$ cat config.mk
export PLATFORM = sky130hd
export DESIGN_NAME = host_port_pin_strap_mux
export DESIGN_NICKNAME = d
export VERILOG_FILES = /design/src/common/host_port_pkg.sv /design/src/logic/host_port_pin_strap_mux.sv
export SDC_FILE = /design/constraint.sdc
export NUM_CORES = 1
export LEC_CHECK = 0
export ABC_AREA = 0
export BUFFER_PORTS_ARGS = -buffer_cell sky130_fd_sc_hd__buf_2
export CORE_MARGIN = 8
export CORE_UTILIZATION = 40
export DETAILED_ROUTE_END_ITERATION = 7
export PLACE_DENSITY = 0.8
export REMOVE_ABC_BUFFERS = 1
export SLEW_MARGIN = 20
export SYNTH_ARGS = -nofsm -noshare
export SYNTH_HDL_FRONTEND = slang
export SYNTH_SLANG_ARGS = --single-unit
$ cat constraint.sdc
create_clock -name sys_clk_i -period 1.2 [get_ports sys_clk_i]
set_clock_uncertainty 0.2 [all_clocks]
set_input_delay 0.06 -clock sys_clk_i [delete_from_list [all_inputs] [get_ports sys_clk_i]]
set_output_delay 0.06 -clock sys_clk_i [all_outputs]
set_load 0.02 [all_outputs]
$ cat src/common/host_port_pkg.sv
// constants and carrier types for the host port pin strap mux
package host_port_pkg;
   localparam int          DATA_W         = 8;
   localparam logic        HOLDER_RST_ON  = 1'h1;
   localparam logic        MODE_PIO       = 1'h0;
   localparam logic        MODE_HOST      = 1'h1;
   localparam logic [7:0]  OE_RST         = 8'h00;
   localparam logic [1:0]  SYNC_RST       = 2'h0;

   typedef enum logic {BYTE_FIRST, BYTE_SECOND} byte_phase_t;

   // pin side of the data bus, one enable per bit
   typedef struct packed {
      logic [DATA_W-1:0] dout;
      logic [DATA_W-1:0] oe;
   } data_drive_t;

   // pin side of control pin 0
   typedef struct packed {
      logic dout;
      logic oe;
   } ctl_drive_t;

   typedef struct packed {
      logic              in_reset;
      logic              host_mode;
      logic              holder_en;
      logic [1:0]        strap_sync;
      byte_phase_t       phase;
      data_drive_t       data;
      ctl_drive_t        ctl;
   } mux_state_t;
endpackage : host_port_pkg

$ cat src/logic/host_port_pin_strap_mux.sv
// pin function selection for host data pins and control pin 0
`timescale 1ns/100ps
module host_port_pin_strap_mux (
   input  wire logic                          sys_clk_i,
   input  wire logic                          rst_i,
   input  wire logic                          boot_strap_select_pin_i,
   // pin pads
   input  wire logic [host_port_pkg::DATA_W-1:0] host_port_data_pins_i,
   output logic [host_port_pkg::DATA_W-1:0]   host_port_data_pins_o,
   output logic [host_port_pkg::DATA_W-1:0]   host_port_data_pins_oe_o,
   input  wire logic                          host_control_pin_0_i,
   output logic                               host_control_pin_0_o,
   output logic                               host_control_pin_0_oe_o,
   output logic                               bus_holder_en_o,
   // software holder control from the external bus control register
   input  wire logic                          holder_wr_i,
   input  wire logic                          holder_wdata_i,
   // parallel io user side, bits 43..36 and 44
   input  wire logic [host_port_pkg::DATA_W-1:0] parallel_io_bits_upper_byte_out_i,
   input  wire logic [host_port_pkg::DATA_W-1:0] parallel_io_bits_upper_byte_dir_i,
   output logic [host_port_pkg::DATA_W-1:0]   parallel_io_bits_upper_byte_o,
   input  wire logic                          parallel_io_bit_ctl0_out_i,
   input  wire logic                          parallel_io_bit_ctl0_dir_i,
   output logic                               parallel_io_bit_ctl0_o,
   // host interface user side
   input  wire logic [host_port_pkg::DATA_W-1:0] host_if_data_bus_out_i,
   input  wire logic                          host_if_data_bus_drive_i,
   output logic [host_port_pkg::DATA_W-1:0]   host_if_data_bus_o,
   output logic                               host_addr_strobe_o,
   output logic                               host_byte_valid_o,
   output logic                               host_byte_second_o,
   output logic                               host_mode_o,
   output logic                               mux_mode_o
);
   import host_port_pkg::*;

   mux_state_t state_r;
   mux_state_t state_nxt;

   logic [1:0]        data_sync1_r [DATA_W];
   logic [DATA_W-1:0] data_sync_r;
   logic [1:0]        ctl_sync_r;
   logic              strobe_prev_r;

   ////////////////////////////////////////////////////////////////////////
   // pin input synchronisers, one per data bit and one for control pin 0
   genvar gi;
   generate
      for (gi = 0; gi < DATA_W; gi++) begin : g_sync
         always_ff @(posedge sys_clk_i) begin
            if (rst_i) begin
               data_sync1_r[gi] <= SYNC_RST;
            end else begin
               data_sync1_r[gi] <= {data_sync1_r[gi][0],
                                    host_port_data_pins_i[gi]};
            end
         end
         assign data_sync_r[gi] = data_sync1_r[gi][1];
      end
   endgenerate

   always_ff @(posedge sys_clk_i) begin
      if (rst_i) begin
         ctl_sync_r    <= SYNC_RST;
         strobe_prev_r <= 1'h0;
      end else begin
         ctl_sync_r    <= {ctl_sync_r[0], host_control_pin_0_i};
         strobe_prev_r <= ctl_sync_r[1];
      end
   end

   ////////////////////////////////////////////////////////////////////////
   // state update
   logic strobe_rise;
   assign strobe_rise = ctl_sync_r[1] & ~strobe_prev_r;

   always_comb begin
      state_nxt = state_r;
      state_nxt.strap_sync = {state_r.strap_sync[0],
                              boot_strap_select_pin_i};
      if (rst_i) begin
         // strap is tracked while reset is held, frozen on release
         state_nxt.in_reset  = 1'h1;
         state_nxt.host_mode = state_r.strap_sync[1];
         state_nxt.holder_en = HOLDER_RST_ON;
         state_nxt.phase     = BYTE_FIRST;
         state_nxt.data.oe   = OE_RST;
         state_nxt.data.dout = '0;
         state_nxt.ctl       = '0;
      end else begin
         state_nxt.in_reset = 1'h0;
         if (holder_wr_i) begin
            state_nxt.holder_en = holder_wdata_i;
         end
         if (state_r.host_mode == MODE_HOST) begin
            // two byte cycle, every strobe rise marks a byte and toggles the phase
            case (state_r.phase)
               BYTE_FIRST: begin
                  if (strobe_rise) begin
                     state_nxt.phase = BYTE_SECOND;
                  end
               end
               BYTE_SECOND: begin
                  if (strobe_rise) begin
                     state_nxt.phase = BYTE_FIRST;
                  end
               end
               default: state_nxt.phase = BYTE_FIRST;
            endcase
            state_nxt.data.oe   = {DATA_W{host_if_data_bus_drive_i}};
            state_nxt.data.dout = host_if_data_bus_out_i;
            state_nxt.ctl       = '0;
         end else begin
            state_nxt.data.oe   = parallel_io_bits_upper_byte_dir_i;
            state_nxt.data.dout = parallel_io_bits_upper_byte_out_i;
            state_nxt.ctl.oe    = parallel_io_bit_ctl0_dir_i;
            state_nxt.ctl.dout  = parallel_io_bit_ctl0_out_i;
         end
      end
   end

   always_ff @(posedge sys_clk_i) begin
      if (rst_i) begin
         state_r.in_reset   <= 1'h1;
         state_r.holder_en  <= HOLDER_RST_ON;
         state_r.phase      <= BYTE_FIRST;
         state_r.data       <= '0;
         state_r.ctl        <= '0;
         state_r.strap_sync <= state_nxt.strap_sync;
         state_r.host_mode  <= state_nxt.host_mode;
      end else begin
         state_r <= state_nxt;
      end
   end

   ////////////////////////////////////////////////////////////////////////
   // outputs
   logic host_sel;
   assign host_sel = (state_r.host_mode == MODE_HOST) & ~state_r.in_reset;

   assign host_port_data_pins_o    = state_r.data.dout;
   assign host_port_data_pins_oe_o = state_r.data.oe;
   assign host_control_pin_0_o     = state_r.ctl.dout;
   assign host_control_pin_0_oe_o  = state_r.ctl.oe;
   assign bus_holder_en_o          = state_r.holder_en;
   assign host_mode_o              = host_sel;
   assign mux_mode_o               = host_sel;
   // data bus carries address and data alike
   assign host_if_data_bus_o       = host_sel ? data_sync_r : '0;
   assign host_addr_strobe_o       = host_sel & ctl_sync_r[1];
   assign host_byte_valid_o        = host_sel & strobe_rise;
   assign host_byte_second_o       = state_r.phase == BYTE_SECOND;
   assign parallel_io_bits_upper_byte_o = host_sel ? '0 : data_sync_r;
   assign parallel_io_bit_ctl0_o   = host_sel ? 1'h0 : ctl_sync_r[1];

   ////////////////////////////////////////////////////////////////////////
   // checks
   property p_strap_frozen;
      @(posedge sys_clk_i) disable iff (rst_i)
         !$past(rst_i) |-> $stable(state_r.host_mode);
   endproperty
   a_strap_frozen: assert property (p_strap_frozen)
      else $error("strap selection changed outside reset");

   property p_reset_inputs;
      @(posedge sys_clk_i)
         $fell(rst_i) |-> (host_port_data_pins_oe_o == OE_RST)
            && !host_control_pin_0_oe_o;
   endproperty
   a_reset_inputs: assert property (p_reset_inputs)
      else $error("pins not inputs at reset release");

   property p_holder_reset;
      @(posedge sys_clk_i) $fell(rst_i) |-> bus_holder_en_o;
   endproperty
   a_holder_reset: assert property (p_holder_reset)
      else $error("bus holder off at reset release");

   property p_host_no_ctl_drive;
      @(posedge sys_clk_i) disable iff (rst_i)
         host_sel |-> !host_control_pin_0_oe_o;
   endproperty
   a_host_no_ctl_drive: assert property (p_host_no_ctl_drive)
      else $error("address strobe pin driven in host mode");

   property p_pio_route;
      @(posedge sys_clk_i) disable iff (rst_i)
         (!host_sel && !$past(rst_i) && !$past(rst_i, 2)) |->
            host_port_data_pins_oe_o
               == $past(parallel_io_bits_upper_byte_dir_i);
   endproperty
   a_pio_route: assert property (p_pio_route)
      else $error("parallel io direction not routed");

   property p_host_route;
      @(posedge sys_clk_i) disable iff (rst_i)
         (host_sel && !$past(rst_i) && !$past(rst_i, 2)) |->
            host_port_data_pins_o == $past(host_if_data_bus_out_i);
   endproperty
   a_host_route: assert property (p_host_route)
      else $error("host data not routed");

   property p_two_bytes;
      @(posedge sys_clk_i) disable iff (rst_i)
         (host_sel && strobe_rise && !host_byte_second_o) |=>
            host_byte_second_o;
   endproperty
   a_two_bytes: assert property (p_two_bytes)
      else $error("first byte did not advance to second");

   property p_release_effect;
      @(posedge sys_clk_i)
         $fell(rst_i) |=> (host_sel == state_r.host_mode);
   endproperty
   a_release_effect: assert property (p_release_effect)
      else $error("pin function not applied on release");

   // strap reaches the mode bit on the third edge, counting the edge that samples it
   property p_strap_capture;
      @(posedge sys_clk_i)
         ($past(rst_i) && $past(rst_i, 3)) |->
            state_r.host_mode == $past(boot_strap_select_pin_i, 3);
   endproperty
   a_strap_capture: assert property (p_strap_capture)
      else $error("strap not captured during reset");

   property p_reset_drives_off;
      @(posedge sys_clk_i)
         rst_i |=> (host_port_data_pins_oe_o == OE_RST)
            && !host_control_pin_0_oe_o;
   endproperty
   a_reset_drives_off: assert property (p_reset_drives_off)
      else $error("pin driven while reset held");

   property p_pio_data_out;
      @(posedge sys_clk_i) disable iff (rst_i)
         (!host_sel && !$past(rst_i) && !$past(rst_i, 2)) |->
            host_port_data_pins_o
               == $past(parallel_io_bits_upper_byte_out_i);
   endproperty
   a_pio_data_out: assert property (p_pio_data_out)
      else $error("parallel io value not routed");

   property p_pio_ctl_route;
      @(posedge sys_clk_i) disable iff (rst_i)
         (!host_sel && !$past(rst_i) && !$past(rst_i, 2)) |->
            host_control_pin_0_oe_o == $past(parallel_io_bit_ctl0_dir_i)
            && host_control_pin_0_o == $past(parallel_io_bit_ctl0_out_i);
   endproperty
   a_pio_ctl_route: assert property (p_pio_ctl_route)
      else $error("parallel io bit 44 not routed");

   property p_host_oe_route;
      @(posedge sys_clk_i) disable iff (rst_i)
         (host_sel && !$past(rst_i) && !$past(rst_i, 2)) |->
            host_port_data_pins_oe_o
               == {DATA_W{$past(host_if_data_bus_drive_i)}};
   endproperty
   a_host_oe_route: assert property (p_host_oe_route)
      else $error("host drive enable not routed");

   // the function not chosen reads back as zero on its user side
   property p_host_side_gated;
      @(posedge sys_clk_i)
         !host_sel |-> host_if_data_bus_o == '0 && !host_addr_strobe_o
            && !host_byte_valid_o;
   endproperty
   a_host_side_gated: assert property (p_host_side_gated)
      else $error("host side active in parallel io mode");

   property p_pio_side_gated;
      @(posedge sys_clk_i)
         host_sel |-> parallel_io_bits_upper_byte_o == '0
            && !parallel_io_bit_ctl0_o;
   endproperty
   a_pio_side_gated: assert property (p_pio_side_gated)
      else $error("parallel io side active in host mode");

   property p_second_closes;
      @(posedge sys_clk_i) disable iff (rst_i)
         (host_sel && strobe_rise && host_byte_second_o) |=>
            !host_byte_second_o;
   endproperty
   a_second_closes: assert property (p_second_closes)
      else $error("second byte did not close the pair");

   property p_phase_steady;
      @(posedge sys_clk_i) disable iff (rst_i)
         !strobe_rise |=> $stable(host_byte_second_o);
   endproperty
   a_phase_steady: assert property (p_phase_steady)
      else $error("byte phase moved without a strobe");

   property p_holder_write;
      @(posedge sys_clk_i) disable iff (rst_i)
         holder_wr_i |=> bus_holder_en_o == $past(holder_wdata_i);
   endproperty
   a_holder_write: assert property (p_holder_write)
      else $error("bus holder write not applied");

   property p_holder_steady;
      @(posedge sys_clk_i) disable iff (rst_i)
         !holder_wr_i |=> $stable(bus_holder_en_o);
   endproperty
   a_holder_steady: assert property (p_holder_steady)
      else $error("bus holder changed without a write");
endmodule : host_port_pin_strap_mux

### Word-level counts from Yosys, hierarchy flattened

Memory sizes are Yosys's and may differ from the RTL's.
Index checks and enable logic that the tools add are counted.

* register bits: 27
* RAM bits: 16
* input bits: 41
* memories kept: 1

Memories
* data_sync1_r: depth 8, width 2, rd ports 8, clocked after Yosys merged registers in 0, wr ports 8, RTL line host_port_pin_strap_mux.sv:40 `logic [1:0] data_sync1_r [DATA_W];`

* muxes and demuxes: 22
* bitwise gates (word level): 15
* reduce and logical (&&, ||, !) cells: 1

Operators with widths (count)
* $mux W24: 1
* $mux W18: 1
* $mux W2: 8
* $mux W8: 2
* $mux W1: 9
* $or A1 B1 Y1: 8
* $and A1 B1 Y1: 4
* $not A1 Y1: 3
* $pmux W1 S2: 1
* $reduce_or A2 Y1: 1

### Depth between registers and ports, before layout

* depth in word-level cells: 6
* gate-level depth with buffers: 4
* gate-level depth less buffers: 2

### Worst setup path after synthesis

Ideal clock, no wire load.

* path kind: flip-flop to output port
* start point: register state_r[22] (netlist bit)
* end point: output parallel_io_bit_ctl0_o
* arrival: 1040 ps
* data required time: 940 ps
* slack: -100 ps
* stages on the path, launching flop included: 4
* path buffers: 1
* cell sequence: edfxtp_1 > and2b_1 > buf_4 > nor2b_1

* word-level cells in the longest chain between the ends: 2

Ends and longest elaborated chain
* from (decl): RTL line host_port_pin_strap_mux.sv:37 `mux_state_t state_r;`
* from (signal assigned): RTL line host_port_pin_strap_mux.sv:132 `state_r <= state_nxt;`
* $and A1 B1 Y1: RTL line host_port_pin_strap_mux.sv:139 `assign host_sel = (state_r.host_mode == MODE_HOST) & ~state_r.in_reset;`
* $mux W1: RTL line host_port_pin_strap_mux.sv:154 `assign parallel_io_bit_ctl0_o = host_sel ? 1'h0 : ctl_sync_r[1];`
* to (decl): RTL line host_port_pin_strap_mux.sv:24 `output logic parallel_io_bit_ctl0_o,`

No other way between the ends.

### Worst setup path after layout

* start point: register state_r[22] (netlist bit)
* end point: output parallel_io_bits_upper_byte_o[6] (netlist bit)

* word-level cells in the longest chain between the ends: 2

Ends and longest elaborated chain
* $and A1 B1 Y1: RTL line host_port_pin_strap_mux.sv:139
* $mux W8: RTL line host_port_pin_strap_mux.sv:153 `assign parallel_io_bits_upper_byte_o = host_sel ? '0 : data_sync_r;`
* to (decl): RTL line host_port_pin_strap_mux.sv:21 `output logic [host_port_pkg::DATA_W-1:0] parallel_io_bits_upper_byte_o,`

No other way between the ends.

==> results.toml <==
[floorplan]
design.core.area_um2 = 3716
fp.dieW_um = 78.66
row_count = 22
start_util_pct = 42.26
die_area_um2 = 6187
die_y_um = 78.66
io_pins = 82

[placement]
port_buffers = 81
preCtsSetupSlack_ns = -0.2798
gp_congestion = 0.6646
dp_hpwl_um = 2438

[clock_network]
h-tree-depth = 2
clock_path_buffers = 2
clk_latency_ns = 0.28
cts_sinks = 43
cts_buffers = 5
root_buffer = "clkbuf_8"
clk_pin_slew_ns = 0.08
cts_tree = "built"

[final_layout]
drive_above_1_share_pct = 41.92
insertedDiodeCount = 0
area_growth_pct = 61.51
final_util_pct = 68.25
fin_nets = 300

[sta]
period_share_pct = 131.2
setup_viol = 40
finalMaxSlewViolations = 0
rsz0062_at_grt = "yes"
slew_headroom_pct = 86.81
setup_ws_ns = -0.3748
finalCriticalPeriod_ns = 1.575
fin_tns_setup_ns = -9.131
worstMarginPinSlew_ns = 0.1978
hold_violations = 0
max_freq_mhz = 635.0

[min_path]
holdPathStages = 0
min_from = "state_nxt[20]"
hold_class = "flop to flop"
holdPathEnd = "state_r[20]"

[synth]
ys_ff_latch = 43
ys_warn_count = 0
avgSynthCellArea_um2 = 10.61
syn_inst = 148
yosysSeqAreaShare_pct = 55.46
synth_area_leaders = "dfxtp_1 54%, nor2b_1 12%, buf_4 9.1%"
synth_area_leader_cell = "dfxtp_1"
synth_top_area_share_pct = 53.55
syn_area_um2 = 1570
yosysUniqueCellTypes = 19

[grt]
track_usage_pct = 13.79
grt_pass1_wl_um = 6782
grt_pass1_vias = 1415
grt_max_degree = 20
antenna_found_initial = 0
overflow = 0

[power]
seq_power_share_pct = 48.4
report.power.total_mw = 3.162
switchingPower_uw = 707.5
clkPwrFrac_pct = 35.6
peakVddDrop_mv = 0.9415
p_per_area_nw_per_um2 = 1247
p_leak_nw = 1.229
power_frac_comb_pct = 16.0
p_sw_share_pct = 22.38
p_int_mw = 2.454

[route]
vias_per_cell = 4.370
ant_nets = 0
dr.pass1.iters = 3
via_count = 1346
wl_per_cell_um = 14.39
route.detailed.drc = 0
routed_wirelength_um = 4433
drtIter0Drc = 39

[worst_setup_path]
reg2reg_to = "host_port_data_pins_oe_o[6]"
rr_worst_depth = 4
worstPathRequired_ns = 0.94
r2r_start = "state_r[22]"
r2r_slack_ns = -0.16
crit_type = "flop to output port"
max_stage_delay_ns = 0.45
start_kind = "flop"
endpoint_kind = "output port"
crit_arrival_ns = 1.31
cpMaxStageDelayCell = "edfxtp_1"
crit_fanout = 5
crit_chain = "and2b_2 -> nor2b_1 -> buf_4"

[flow_run]
cap_violations = 0

[status]
status = "finished with violations"
violations = "negative setup slack"
## sequential cells by signal, indices dropped and copies added (netlist names)
name                      flops
host_byte_second_o            1
bus_holder_en_o               1
state_nxt                     1
state_r                       3
data_sync1_r                 16
host_control_pin_0_o          1
host_port_data_pins_oe_o      8
ctl_sync_r                    2
host_port_data_pins_o         8
strobe_prev_r                 1
host_control_pin_0_oe_o       1
## what timing repair did
action | in CTS | in global routing
gates cloned | 2 | 0
buffers inserted | 1 | 2
pin swaps | 1 | 0
endpoints found under the hold margin | 31 | 0
resized for setup | 25 | 11
endpoints found under the setup margin | 37 | 58
hold buffers | 40 | 0
## worst max-delay path by stage
stage / endpoint / from / depth (start not counted)
4_1_cts: host_byte_valid_o / state_r[22] / 3
3_5_place_dp: host_byte_valid_o / state_r[22] / 3
6_report: parallel_io_bits_upper_byte_o[6] / state_r[22] / 3
2_1_floorplan: host_byte_valid_o / state_r[22] / 2
5_1_grt: parallel_io_bits_upper_byte_o[6] / state_r[22] / 3
3_3_place_gp: host_byte_valid_o / state_r[22] / 3
## metal layers
layer / track usage, % / vias up / routed length, um
met5: 0 / - / 0
met4: 4.630 / 0 / 78
met3: 6.948 / 9 / 487
met2: 24.52 / 64 / 2272
met1: 13.57 / 603 / 1594
li1: - / 670 / -
## area by class of cell
type                    instances  area [um^2]
fillers                       288         1180
repair buffers                127        917.1
flip-flops and latches         43        870.8
multi-input cells              82        570.5
clock buffers                   6        82.58
well taps                      48        60.06
clock inverters                 2        35.03
## power groups by stage
stage          clock (mW)  sequential [mW]  combinational, mW
6_report             1.12             1.53              0.506
5_1_grt              1.22             1.54              0.544
4_1_cts              1.16             1.53              0.477
3_5_place_dp            0             1.56              0.342
3_3_place_gp            0             1.56              0.335
2_1_floorplan           0             1.62              0.115
## per-stage QoR
step                      hold slack (ns)  area, um^2  std cells
after global placement           -0.03675        1869        255
after CTS                          0.1379        2482        306
final                              0.1374        2536        308
after global routing               0.1488        2536        308
after detailed placement         -0.03589        1869        255
after floorplan                   -0.1123        1381        123
## critical path: cells and delay by family, from the launching register on
family	cells	cell delay, ns
flip-flops	1	0.45
AND/OR/NAND/NOR	2	0.42
buffers and inverters	1	0.16
## Yosys cell counts
| cell | n |
|---|---|
| nand2b_1 | 8 |
| a211o_1 | 1 |
| and2b_1 | 1 |
| and3b_1 | 1 |
| buf_8 | 1 |
| mux2_2 | 1 |
| mux2i_1 | 8 |
| nand3b_1 | 1 |
| a21oi_1 | 8 |
| nor3b_1 | 2 |
| buf_4 | 19 |
| nand2_1 | 1 |
| edfxtp_1 | 1 |
| nor2b_1 | 30 |
| and2_1 | 9 |
| buf_6 | 1 |
| nor2_1 | 9 |
| buf_2 | 4 |
| dfxtp_1 | 42 |
## layout by cell type (no fill, tap or decap), drive strengths merged
cell and instances:
a211o 1, a21oi 8, and2 9, and2b 3
and3b 1, buf 87, bufinv 1, clkbuf 6
clkinv 1, dfxtp 42, dlygate4sd3 40, edfxtp 1
mux2 1, mux2i 8, nand2 1, nand2b 8
nand3b 1, nor2 9, nor2b 30, nor3b 2
## kinds of logic (layout without fill, tap and decap cells)
group	count (synthesis)	count (layout)	synth area share, %
muxes	9	9	5.817
and+or+nand+nor	62	64	23.59
AOI/OAI and AO/OA	9	9	3.108
buffers and inverters	25	135	12.03
DFF	43	43	55.46
No activity file was read; power rests on OpenSTA's default activity.
